## src/design/rtcpt_map.svh

```systemverilog
// Purpose: named constants of the tick timer block
// Assumes: included by the package and the top module
// Notes: widths, bit positions and reset values
`ifndef RTCPT_MAP_SVH
`define RTCPT_MAP_SVH
`define RTCPT_PRESC_W 15
`define RTCPT_CNT_W 16
`define RTCPT_DIV_W 4
`define RTCPT_SEL_W 2
`define RTCPT_NSRC 4
`define RTCPT_NEVT 8
`define RTCPT_NFLAG 3
`define RTCPT_EVT_TOP_BIT 12
`define RTCPT_PIT_SEL_MIN 4'h1
`define RTCPT_PIT_SEL_MAX 4'hE
`define RTCPT_SIXTEEN_SEL 4'h3
`define RTCPT_SIXTEEN_BIT 3
`define RTCPT_EVT7_BIT 5
`define RTCPT_FLAG_WRAP 0
`define RTCPT_FLAG_MATCH 1
`define RTCPT_FLAG_PIT 2
`define RTCPT_VEC_COUNTER 8'h00
`define RTCPT_VEC_PERIODIC 8'h02
`define RTCPT_DIV_RESET 4'h0
`define RTCPT_SEL_RESET 4'h0
`define RTCPT_CNT_RESET 16'h0000
`define RTCPT_PRESC_RESET 15'h0000
`define RTCPT_PRESC_ONE 15'h0001
`define RTCPT_PRESC_ONES 15'h7FFF
`define RTCPT_CNT_ONE 16'h0001
`endif

```

## src/design/rtcpt_pkg.sv

```systemverilog
// Purpose: types of the tick timer block
// Assumes: rtcpt_map.svh holds the numbers
// Notes: none
`include "rtcpt_map.svh"
package rtcpt_pkg;
  typedef enum logic [1:0] {
    RTCPT_SRC_CRYSTAL = 2'b00,
    RTCPT_SRC_EXTCLK = 2'b01,
    RTCPT_SRC_ULP = 2'b10,
    RTCPT_SRC_ULP_DIV = 2'b11
  } rtcpt_src_type;
  typedef enum logic [1:0] {
    RTCPT_XFER_IDLE = 2'b00,
    RTCPT_XFER_WAIT = 2'b01,
    RTCPT_XFER_HALF = 2'b10
  } rtcpt_xfer_type;
endpackage

```

## src/design/rtcpt_sync.sv

```systemverilog
// Purpose: two flip-flop synchroniser for one level
// Assumes: input is asynchronous to clk
// Notes: the first stage is read only by the second
`timescale 1ns/10ps
`default_nettype none
module rtcpt_sync (
  input wire logic clk,
  input wire logic rstn,
  input wire logic async_in,
  output logic sync_out
);
  logic meta_reg;
  always_ff @(posedge clk or negedge rstn) begin
    if (!rstn) begin
      meta_reg <= 1'b0;
      sync_out <= 1'b0;
    end else begin
      meta_reg <= async_in;
      sync_out <= meta_reg;
    end
  end
endmodule
`default_nettype wire

```

## src/design/rtcpt_top.sv

```systemverilog
// Purpose: real-time counter and periodic tick timer on a shared prescaler
// Assumes: clk 10 MHz; reference sources at most a quarter of clk
// Notes: configuration arrives as plain same-clock ports with write strobes
`timescale 1ns/10ps
`default_nettype none
`include "rtcpt_map.svh"
module rtcpt_top (
  input wire logic clk,
  input wire logic rstn,
  input wire logic [`RTCPT_NSRC-1:0] ref_src,
  input wire rtcpt_pkg::rtcpt_src_type source_select,
  input wire logic cpu_halted,
  input wire logic counter_run_when_halted,
  input wire logic pit_run_when_halted,
  input wire logic ctrl_write,
  input wire logic counter_enable_bit,
  input wire logic [`RTCPT_DIV_W-1:0] divide_setting,
  input wire logic pit_write,
  input wire logic periodic_enable_bit,
  input wire logic [`RTCPT_DIV_W-1:0] period_select,
  input wire logic [`RTCPT_CNT_W-1:0] compare_value,
  input wire logic [`RTCPT_CNT_W-1:0] period_value,
  input wire logic wrap_irq_enable,
  input wire logic match_irq_enable,
  input wire logic periodic_irq_enable,
  input wire logic [`RTCPT_NFLAG-1:0] flag_clear,
  output logic control_sync_pending,
  output logic pit_sync_pending,
  output logic [`RTCPT_CNT_W-1:0] count_value,
  output logic [`RTCPT_NFLAG-1:0] irq_flags,
  output logic counter_irq,
  output logic periodic_irq,
  output logic wrap_event,
  output logic match_event,
  output logic pit_wave,
  output logic [`RTCPT_NEVT-1:0] pit_event
);
  import rtcpt_pkg::*;

  // ************************************************************
  // reference clock selection and edge detect
  // ************************************************************
  logic [`RTCPT_NSRC-1:0] src_sync;
  logic ref_level_reg;
  logic ref_tick;

  genvar gi;
  generate
    for (gi = 0; gi < `RTCPT_NSRC; gi = gi + 1) begin : g_src
      rtcpt_sync u_sync (
        .clk(clk),
        .rstn(rstn),
        .async_in(ref_src[gi]),
        .sync_out(src_sync[gi])
      );
    end
  endgenerate

  // one source serves both functions
  always_ff @(posedge clk or negedge rstn) begin
    if (!rstn) begin
      ref_level_reg <= 1'b0;
    end else begin
      ref_level_reg <= src_sync[source_select];
    end
  end

  // a source switch may give one spurious tick; software changes it idle
  assign ref_tick = src_sync[source_select] & ~ref_level_reg;

  // ************************************************************
  // control transfer into the reference domain
  // ************************************************************
  rtcpt_xfer_type ctrl_state_reg;
  rtcpt_xfer_type pit_state_reg;
  logic ctrl_en_shadow_reg;
  logic [`RTCPT_DIV_W-1:0] div_shadow_reg;
  logic pit_en_shadow_reg;
  logic [`RTCPT_DIV_W-1:0] sel_shadow_reg;
  logic rtc_en_reg;
  logic [`RTCPT_DIV_W-1:0] div_reg;
  logic pit_en_reg;
  logic [`RTCPT_DIV_W-1:0] sel_reg;

  // a new write restarts the transfer so the latest value wins
  always_ff @(posedge clk or negedge rstn) begin
    if (!rstn) begin
      ctrl_state_reg <= RTCPT_XFER_IDLE;
      ctrl_en_shadow_reg <= 1'b0;
      div_shadow_reg <= `RTCPT_DIV_RESET;
      rtc_en_reg <= 1'b0;
      div_reg <= `RTCPT_DIV_RESET;
    end else if (ctrl_write) begin
      ctrl_state_reg <= RTCPT_XFER_WAIT;
      ctrl_en_shadow_reg <= counter_enable_bit;
      div_shadow_reg <= divide_setting;
    end else if (ref_tick) begin
      case (ctrl_state_reg)
        RTCPT_XFER_WAIT: begin
          ctrl_state_reg <= RTCPT_XFER_HALF;
        end
        RTCPT_XFER_HALF: begin
          ctrl_state_reg <= RTCPT_XFER_IDLE;
          rtc_en_reg <= ctrl_en_shadow_reg;
          div_reg <= div_shadow_reg;
        end
        default: begin
          ctrl_state_reg <= RTCPT_XFER_IDLE;
        end
      endcase
    end
  end

  always_ff @(posedge clk or negedge rstn) begin
    if (!rstn) begin
      pit_state_reg <= RTCPT_XFER_IDLE;
      pit_en_shadow_reg <= 1'b0;
      sel_shadow_reg <= `RTCPT_SEL_RESET;
      pit_en_reg <= 1'b0;
      sel_reg <= `RTCPT_SEL_RESET;
    end else if (pit_write) begin
      pit_state_reg <= RTCPT_XFER_WAIT;
      pit_en_shadow_reg <= periodic_enable_bit;
      sel_shadow_reg <= period_select;
    end else if (ref_tick) begin
      case (pit_state_reg)
        RTCPT_XFER_WAIT: begin
          pit_state_reg <= RTCPT_XFER_HALF;
        end
        RTCPT_XFER_HALF: begin
          pit_state_reg <= RTCPT_XFER_IDLE;
          pit_en_reg <= pit_en_shadow_reg;
          sel_reg <= sel_shadow_reg;
        end
        default: begin
          pit_state_reg <= RTCPT_XFER_IDLE;
        end
      endcase
    end
  end

  assign control_sync_pending = (ctrl_state_reg != RTCPT_XFER_IDLE);
  assign pit_sync_pending = (pit_state_reg != RTCPT_XFER_IDLE);

  // ************************************************************
  // shared prescaler
  // ************************************************************
  logic rtc_run;
  logic pit_run;
  logic presc_on;
  logic presc_step;
  logic [`RTCPT_PRESC_W-1:0] presc_reg;
  logic [`RTCPT_PRESC_W-1:0] div_mask;
  logic count_tick;

  assign rtc_run = rtc_en_reg & (~cpu_halted | counter_run_when_halted);
  assign pit_run = pit_en_reg & (~cpu_halted | pit_run_when_halted);
  assign presc_on = rtc_en_reg | pit_en_reg;
  assign presc_step = ref_tick & (rtc_run | pit_run);

  // both enables off clears the count so a cold start begins at zero
  always_ff @(posedge clk or negedge rstn) begin
    if (!rstn) begin
      presc_reg <= `RTCPT_PRESC_RESET;
    end else if (!presc_on) begin
      presc_reg <= `RTCPT_PRESC_RESET;
    end else if (presc_step) begin
      presc_reg <= presc_reg + `RTCPT_PRESC_ONE;
    end
  end

  assign div_mask = ~(`RTCPT_PRESC_ONES << div_reg);
  assign count_tick = ref_tick & rtc_run &
    ((presc_reg & div_mask) == div_mask);

  // ************************************************************
  // real-time counter
  // ************************************************************
  logic wrap_hit;
  logic match_hit;

  assign wrap_hit = count_tick && (count_value == period_value);
  assign match_hit = count_tick && (count_value == compare_value);

  always_ff @(posedge clk or negedge rstn) begin
    if (!rstn) begin
      count_value <= `RTCPT_CNT_RESET;
    end else if (wrap_hit) begin
      count_value <= `RTCPT_CNT_RESET;
    end else if (count_tick) begin
      count_value <= count_value + `RTCPT_CNT_ONE;
    end
  end

  // strobes last until the next reference edge, one reference cycle
  always_ff @(posedge clk or negedge rstn) begin
    if (!rstn) begin
      wrap_event <= 1'b0;
      match_event <= 1'b0;
    end else if (ref_tick) begin
      wrap_event <= wrap_hit;
      match_event <= match_hit;
    end
  end

  // ************************************************************
  // periodic timer and event waves
  // ************************************************************
  logic sel_valid;
  logic pit_wave_next;
  logic pit_rise;

  assign sel_valid = (sel_reg >= `RTCPT_PIT_SEL_MIN) &&
    (sel_reg <= `RTCPT_PIT_SEL_MAX);
  // select n taps bit n: period two to the n plus one cycles
  assign pit_wave_next = pit_run & sel_valid & presc_reg[sel_reg];

  always_ff @(posedge clk or negedge rstn) begin
    if (!rstn) begin
      pit_wave <= 1'b0;
    end else begin
      pit_wave <= pit_wave_next;
    end
  end

  assign pit_rise = pit_wave_next & ~pit_wave;

  generate
    for (gi = 0; gi < `RTCPT_NEVT; gi = gi + 1) begin : g_evt
      always_ff @(posedge clk or negedge rstn) begin
        if (!rstn) begin
          pit_event[gi] <= 1'b0;
        end else begin
          pit_event[gi] <= pit_run & presc_reg[`RTCPT_EVT_TOP_BIT-gi];
        end
      end
    end
  endgenerate

  // ************************************************************
  // flags and requests
  // ************************************************************
  logic [`RTCPT_NFLAG-1:0] flag_set;

  assign flag_set[`RTCPT_FLAG_WRAP] = wrap_hit;
  assign flag_set[`RTCPT_FLAG_MATCH] = match_hit;
  assign flag_set[`RTCPT_FLAG_PIT] = pit_rise;

  // a set in the clearing cycle wins so no event is lost
  always_ff @(posedge clk or negedge rstn) begin
    if (!rstn) begin
      irq_flags <= '0;
    end else begin
      irq_flags <= (irq_flags & ~flag_clear) | flag_set;
    end
  end

  // counter line answers vector 0x00, periodic line vector 0x02
  assign counter_irq =
    (irq_flags[`RTCPT_FLAG_WRAP] & wrap_irq_enable) |
    (irq_flags[`RTCPT_FLAG_MATCH] & match_irq_enable);
  assign periodic_irq =
    irq_flags[`RTCPT_FLAG_PIT] & periodic_irq_enable;
endmodule
`default_nettype wire

```

## config.mk

```make
export PLATFORM = sky130hd
export DESIGN_NAME = rtcpt_top
export DESIGN_NICKNAME = d
export VERILOG_FILES = /design/src/design/rtcpt_pkg.sv /design/src/design/rtcpt_sync.sv /design/src/design/rtcpt_top.sv
export VERILOG_INCLUDE_DIRS = /design/src /design/src/design
export SDC_FILE = /design/constraint.sdc
export NUM_CORES = 1
export LEC_CHECK = 0
export BUFFER_PORTS_ARGS = -buffer_cell sky130_fd_sc_hd__buf_2
export CORE_ASPECT_RATIO = 1.75
export CORE_UTILIZATION = 25
export CTS_BUF_LIST = sky130_fd_sc_hd__clkbuf_4 sky130_fd_sc_hd__clkbuf_8
export DETAILED_ROUTE_END_ITERATION = 16
export PLACE_DENSITY_LB_ADDON = 0.1
export SLEW_MARGIN = 10
export SYNTH_ARGS = -nofsm -noshare
export SYNTH_HDL_FRONTEND = slang
export SYNTH_SLANG_ARGS = --single-unit
```

## constraint.sdc

```tcl
create_clock -name clk -period 2.27 [get_ports clk]
set_input_delay 0.3405 -clock clk [delete_from_list [all_inputs] [get_ports clk]]
set_output_delay 0.3405 -clock clk [all_outputs]
set_load 0.05 [all_outputs]
```

==> out/qor.txt, run 1 <==
=========================================================================================
Outcome .................................................................... complete, no violations
Post-route antenna net violation count .....................................            0
Worst skew pair latency ....................................................      0.36 ns
Count of boundary I/O pins .................................................           95
Most frequently used cell type in the post-synthesis netlist ...............      dfrtp_1
Pwr dens ...................................................................  570 nW/um^2
Worst hold start ...........................................................   ref_src[3]
Global-route wire length before repair .....................................      17.5 mm
Setup violations, final ....................................................            0
Synthesis-to-finish area growth ............................................        24.9%
Combined area of all synthesized cells .....................................    3960 um^2
Proportion of register bits with asynchronous set or reset after synthesis .         100%
Placed inst area ...........................................................    4770 um^2
DRC Markers ................................................................            0
Part of the power in the clock network .....................................        33.1%
Number of instances in the synthesized netlist .............................          377
Post-detailed-route wirelength per cell ....................................      16.5 um
Data required time of the worst path .......................................      2.51 ns
Initial core utilization ...................................................        25.6%
Count of H-tree levels built during CTS ....................................            3
X dimension of the die .....................................................      97.2 um
Post-layout min period .....................................................      2.09 ns
Combined global-route utilization of all metal layers ......................        13.9%
Max VDD drop ...............................................................       214 uV
Non-filler cells, final ....................................................          678
Unique cell type count in the Yosys netlist ................................           48
Post-CTS Repair Setup Buffers ..............................................            0
Critical path start-end classification ..................................... register to register
Power Internal .............................................................      2.02 mW
Worst max-slew margin expressed relative to the limit ......................        65.5%
Post-Syn Nets ..............................................................          440
Actual slew at the worst max-slew pin ......................................     0.518 ns
Num CTS Buffers ............................................................            9
PortBufs ...................................................................           94
Sequential fraction of design power ........................................        53.7%
Cts repair resizes .........................................................            0
Number of diodes added for antenna fixing ..................................            0
Largest cells by area after synthesis ...................................... dfrtp_1, mux2_2, xor2_1
Post-synthesis cell type with the largest combined area ....................      dfrtp_1
Die Area ...................................................................   16400 um^2
Crit path capture type .....................................................     register
Deepest clock path buffer count ............................................            2
Arrival time reported for the critical path endpoint .......................      2.33 ns
Setup slack after placement ................................................     0.164 ns
Leakage Power ..............................................................      2.26 nW
Die extent in y ............................................................       169 um
HPWL after detailed placement ..............................................      8.52 mm
Number of clock sinks ......................................................           78
Top cells by count, synth .................................................. dfrtp_1, nor2_1, o21ai_0, xor2_1, mux2_2
Vias per cell ..............................................................         4.77
Clock Pin Slew Worst Setup and Hold Paths ..................................      0.09 ns
Worst setup path startpoint ................................................ div_reg[1]$_DFFE_PN0P_
Number of core rows ........................................................           60
DRT Wirelength .............................................................      11.2 mm
Crit-path max FO ...........................................................           15
Count of state elements after synthesis ....................................           78
Leading register cell type out of synthesis ................................      dfrtp_1
Cell area after layout .....................................................    4950 um^2
Hold Buf Count CTS .........................................................            1
Final weighted congestion of routability-driven global placement ...........        0.825
Maximum number of pins on one net before global-route repair ...............           43
Min-delay worst type ....................................................... input pin to register
Fraction of layout cells with a size suffix above 1 ........................        33.9%
Area of the core region ....................................................   15500 um^2
Post-route core utilization ................................................        32.0%
Remaining global-route overflow ............................................            0
Power share of the combinational group .....................................        13.2%
Initial antenna violation count ............................................            0
Origin of the critical flop-to-flop path ................................... div_reg[1]$_DFFE_PN0P_
Number of cells after detailed placement ...................................          661
Net count, final ...........................................................          550
Per-instance average area after synthesis ..................................    10.5 um^2
Sw Share ...................................................................        28.3%
Via count ..................................................................         3231
Count of maximum capacitance violations ....................................            0
Post-layout total power ....................................................      2.82 mW
CTS root buf ...............................................................     clkbuf_8
Final-report hold violation count ..........................................            0
Seq/Total Area, Yosys ......................................................        49.3%
Switching Power ............................................................       799 uW
TritonCTS clock tree .......................................................          yes
Fmax .......................................................................    0.478 GHz
Pre-Repair DR Iteration Count ..............................................            4
Tcrit/Tclk final ...........................................................        92.1%
Number of global-route vias before repair ..................................         3259
Number of enable-type register cells in the synthesized netlist ............            0
Final WS setup .............................................................     0.178 ns
Pins over their slew limit .................................................            0
Unrepaired setup endpoints after global routing ............................           no
Worst hold margin ..........................................................    0.0882 ns
Ys Warns ...................................................................            0
Starting DRC count in detailed routing .....................................          104
Top-area cell type share of the netlist area ...............................        49.3%
Clock skew after layout ....................................................    0.0131 ns
Crit path launch type ......................................................     register
Max FFs per register .......................................................           16
Sum of negative setup slack ................................................         0 ns
=========================================================================================
[final timing paths]
kind	to	slack (ns)	cells after the start
hold reg to reg	g_src[3].u_sync.sync_out$_DFF_PN0_	0.35	0
min in group asynchronous	count_value[6]$_DFFE_PN0P_	0.49	2
setup reg to reg	count_value[5]$_DFFE_PN0P_	0.18	6
max in group asynchronous	presc_reg[13]$_DFFE_PN0P_	1.14	3
setup / recovery	count_value[5]$_DFFE_PN0P_	0.18	6
hold / removal	g_src[3].u_sync.meta_reg$_DFF_PN0_	0.09	1
[cell usage in the layout (no fill, tap or decap), types with 3 or more instances in the layout]
cell type  Yosys  final
buf_2          8     93
dfrtp_1       78     78
nor2_1        30     30
o21ai_0       29     29
buf_4          1     27
xor2_1        26     26
mux2_2        22     22
nand2_1       20     20
xnor2_1       19     19
nand3_1       12     12
nand2b_1      11     11
and3_1        11     11
a21oi_1        9      9
nand4_1        9      9
clkbuf_8       0      9
o31ai_1        8      8
inv_1          7      7
nor4_1         6      6
nor3_1         5      5
mux2i_1        4      4
a211oi_1       4      4
nor2b_1        4      4
o22ai_1        3      3
and4_1         3      3
clkinv_2       0      3
[power groups by stage]
stage                     logic, mW  clock network [mW]  registers [mW]
after floorplan               0.217                   0            1.54
after global placement        0.374                   0            1.54
after detailed placement      0.377                   0            1.54
after CTS                     0.381               0.986            1.51
after global routing          0.412                1.04            1.53
final                         0.371               0.934            1.51
[final cells by class]
class,instances,area [um^2]
inverters,7,26.3
clock inverters,6,38.8
well taps,186,233
repair buffers,122,698
clock buffers,10,131
multi-input cells,269,1870
fillers,1617,10500
flip-flops and latches,78,1950
[critical path: stages (launching register included)]
cell and delay (ns):
dfrtp_1 0.49, nor2b_4 0.17, a311o_1 0.27, a221oi_2 0.24, o211ai_1 0.16, nand2b_4 0.26, o41ai_1 0.38
[routing by layer]
| metal | routed length (um) | GRT usage (%) | vias to the layer above | part of all wire (%) |
|---|---|---|---|---|
| li1 | - | - | 1554 | - |
| met2 | 6110 | 26.3 | 94 | 55 |
| met4 | 310 | 5.97 | 0 | 2.8 |
| met3 | 478 | 2.77 | 21 | 4.3 |
| met5 | 0 | 0 | - | 0 |
| met1 | 4250 | 14.7 | 1562 | 38 |
[cells by family (layout without fill, tap and decap cells)]
group | Yosys count | count (layout) | synth area share (%)
buffers and inverters | 30 | 145 | 3.57
AND/OR/NAND/NOR | 124 | 124 | 17.0
XOR/XNOR | 45 | 45 | 9.95
multiplexers | 28 | 28 | 8.40
adder cells (fa/ha/maj) | 2 | 2 | 0.631
AO/OA/AOI/OAI | 70 | 70 | 11.2
flip-flops | 78 | 78 | 49.3
(Power assumes the default switching activity.)
==> inputs of run 2 (changes only) <==
--- a/config.mk
+++ b/config.mk
@@ -11,7 +11,9 @@
 export CORE_UTILIZATION = 25
 export CTS_BUF_LIST = sky130_fd_sc_hd__clkbuf_4 sky130_fd_sc_hd__clkbuf_8
 export DETAILED_ROUTE_END_ITERATION = 16
+export MAX_ROUTING_LAYER = met4
 export PLACE_DENSITY_LB_ADDON = 0.1
+export SETUP_SLACK_MARGIN = 0.4
 export SLEW_MARGIN = 10
 export SYNTH_ARGS = -nofsm -noshare
 export SYNTH_HDL_FRONTEND = slang
==> out/qor.txt, run 2 (synthesized netlist as in run 1, its figures left out) <==
===============================================================================
Num CTS Buffers ..................................................            9
Commonest non-fill, non-tap cell in the layout ...................        buf_2
Busiest layer in global routing ..................................         met2
Pre-Repair DR Iteration Count ....................................            4
Area of the core region ..........................................   15500 um^2
Post-detailed-route wirelength per cell ..........................      16.8 um
Grt met3 use .....................................................        2.02%
CTS root buf .....................................................     clkbuf_8
Number of diodes added for antenna fixing ........................            0
Count of cells along the worst hold path .........................            1
Crit path capture type ...........................................     register
Post-layout total power ..........................................      2.92 mW
Tcrit/Tclk final .................................................        84.4%
Critical path's slowest cell .....................................      dfrtp_2
Number of global-route vias before repair ........................         3441
Cell area after layout ...........................................    5460 um^2
Fmax .............................................................    0.522 GHz
Pwr dens .........................................................  535 nW/um^2
Final-report hold violation count ................................            0
Final WS setup ...................................................     0.354 ns
Crit-path max FO .................................................            7
Outcome .......................................................... complete, no violations
Placed inst area .................................................    4750 um^2
Global-route wire length before repair ...........................      18.6 mm
Leading cell types in the layout, fill and taps excluded ......... buf_2, dfrtp_1, buf_4
Number of core rows ..............................................           60
Number of clock sinks ............................................           78
Worst skew pair latency ..........................................      0.35 ns
Initial antenna violation count ..................................            0
Clock skew after layout ..........................................    0.0108 ns
Crit path launch type ............................................     register
Sum of negative setup slack ......................................         0 ns
Met1 demand-to-capacity share in global routing ..................        15.4%
Fraction of layout cells with a size suffix above 1 ..............        46.6%
Worst max-slew margin expressed relative to the limit ............        63.3%
Post-route antenna net violation count ...........................            0
Max VDD drop .....................................................       273 uV
Count of boundary I/O pins .......................................           95
Actual slew at the worst max-slew pin ............................     0.548 ns
Largest delay share family, worst path ........................... compound AO/OA/AOI/OAI gates
HPWL after detailed placement ....................................      8.70 mm
Setup slack after placement ......................................     0.210 ns
Clock Pin Slew Worst Setup and Hold Paths ........................      0.09 ns
Synthesis-to-finish area growth ..................................        37.9%
Starting DRC count in detailed routing ...........................          106
Delay of the slowest cell on the worst path ......................      0.45 ns
Critical path depth ..............................................            7
Critical path start-end classification ........................... register to register
Maximum number of pins on one net before global-route repair .....           38
Pins over their slew limit .......................................            0
Data required time of the worst path .............................      2.53 ns
Final weighted congestion of routability-driven global placement .        0.835
Sum of buffers and inverters on the critical path ................            1
DRC Markers ......................................................            0
Deepest clock path buffer count ..................................            2
Max FFs per register .............................................           16
DRT Wirelength ...................................................      11.9 mm
R2R cell count ...................................................            7
Flop-to-flop setup slack .........................................      0.35 ns
FILL cells .......................................................         1611
Remaining global-route overflow ..................................            0
Worst hold margin ................................................    0.0880 ns
Count of H-tree levels built during CTS ..........................            3
TritonCTS clock tree .............................................          yes
Count of maximum capacitance violations ..........................            0
Min-delay worst type ............................................. input pin to register
Crit-path cells .................................................. nor2b_4 -> a311o_1 -> a221oi_2 -> o211ai_1 -> nand2b_4 -> buf_12 -> o31ai_1
Arrival time reported for the critical path endpoint .............      2.18 ns
PortBufs .........................................................           94
Setup violations, final ..........................................            0
Unrepaired setup endpoints after global routing ..................          yes
Combined global-route utilization of all metal layers ............        15.2%
Net count, final .................................................          579
Met2 track demand over resource in global routing ................        28.8%
Die extent in y ..................................................       169 um
Vias per cell ....................................................         4.78
Post-layout min period ...........................................      1.92 ns
Initial core utilization .........................................        25.6%
Die Area .........................................................   16400 um^2
Via count ........................................................         3378
X dimension of the die ...........................................      97.2 um
Leakage Power ....................................................      2.50 nW
===============================================================================
run 2: per-layer routing:
layer  share of wire [%]  vias up
li1                    -     1618
met1                  37     1650
met2                  57       88
met3                 3.1       22
met4                 2.7        0
met5                   0        -
run 2: final cells by class:
type	count	area (um^2)	area share, %
clock buffers	11	139	2.54
flip-flops and latches	78	1980	36.2
inverters	7	28.8	0.527
multi-input cells	269	2070	37.9
repair buffers	151	978	17.9
clock inverters	5	36.3	0.664
well taps	186	233	4.26
run 2: repair_timing:
item | 4_1_cts | 5_1_grt
hold buffers | 1 | 0
pin swaps | 3 | 12
setup endpoints to repair | 30 | 36
gates resized for setup | 19 | 29
endpoints found under the hold margin | 23 | 0
buffers inserted | 10 | 26
cloned | 1 | 0
run 2: stage by stage:
| stage | util (%) | instances |
|---|---|---|
| final | 35.3 | 707 |
| after CTS | 32.9 | 681 |
| after detailed placement | 30.7 | 653 |
| after global placement | 30.7 | 653 |
| after floorplan | - | 377 |
| after global routing | 35.3 | 707 |
run 2: final timing paths:
check	to	start
hold / removal	g_src[0].u_sync.meta_reg$_DFF_PN0_	ref_src[0]
max in group asynchronous	count_value[15]$_DFFE_PN0P_	rstn
min in group asynchronous	count_value[1]$_DFFE_PN0P_	rstn
setup reg to reg	count_value[6]$_DFFE_PN0P_	div_reg[1]$_DFFE_PN0P_
hold reg to reg	g_src[3].u_sync.sync_out$_DFF_PN0_	g_src[3].u_sync.meta_reg$_DFF_PN0_
setup / recovery	count_value[6]$_DFFE_PN0P_	div_reg[1]$_DFFE_PN0P_
run 2: power breakdown:
group          total (mW)  internal (mW)  leakage (nW)  switching (mW)
registers            1.51           1.45         0.998          0.0628
logic               0.463          0.227          1.42           0.236
clock network       0.947          0.422        0.0824           0.525
total                2.92           2.10          2.50           0.824
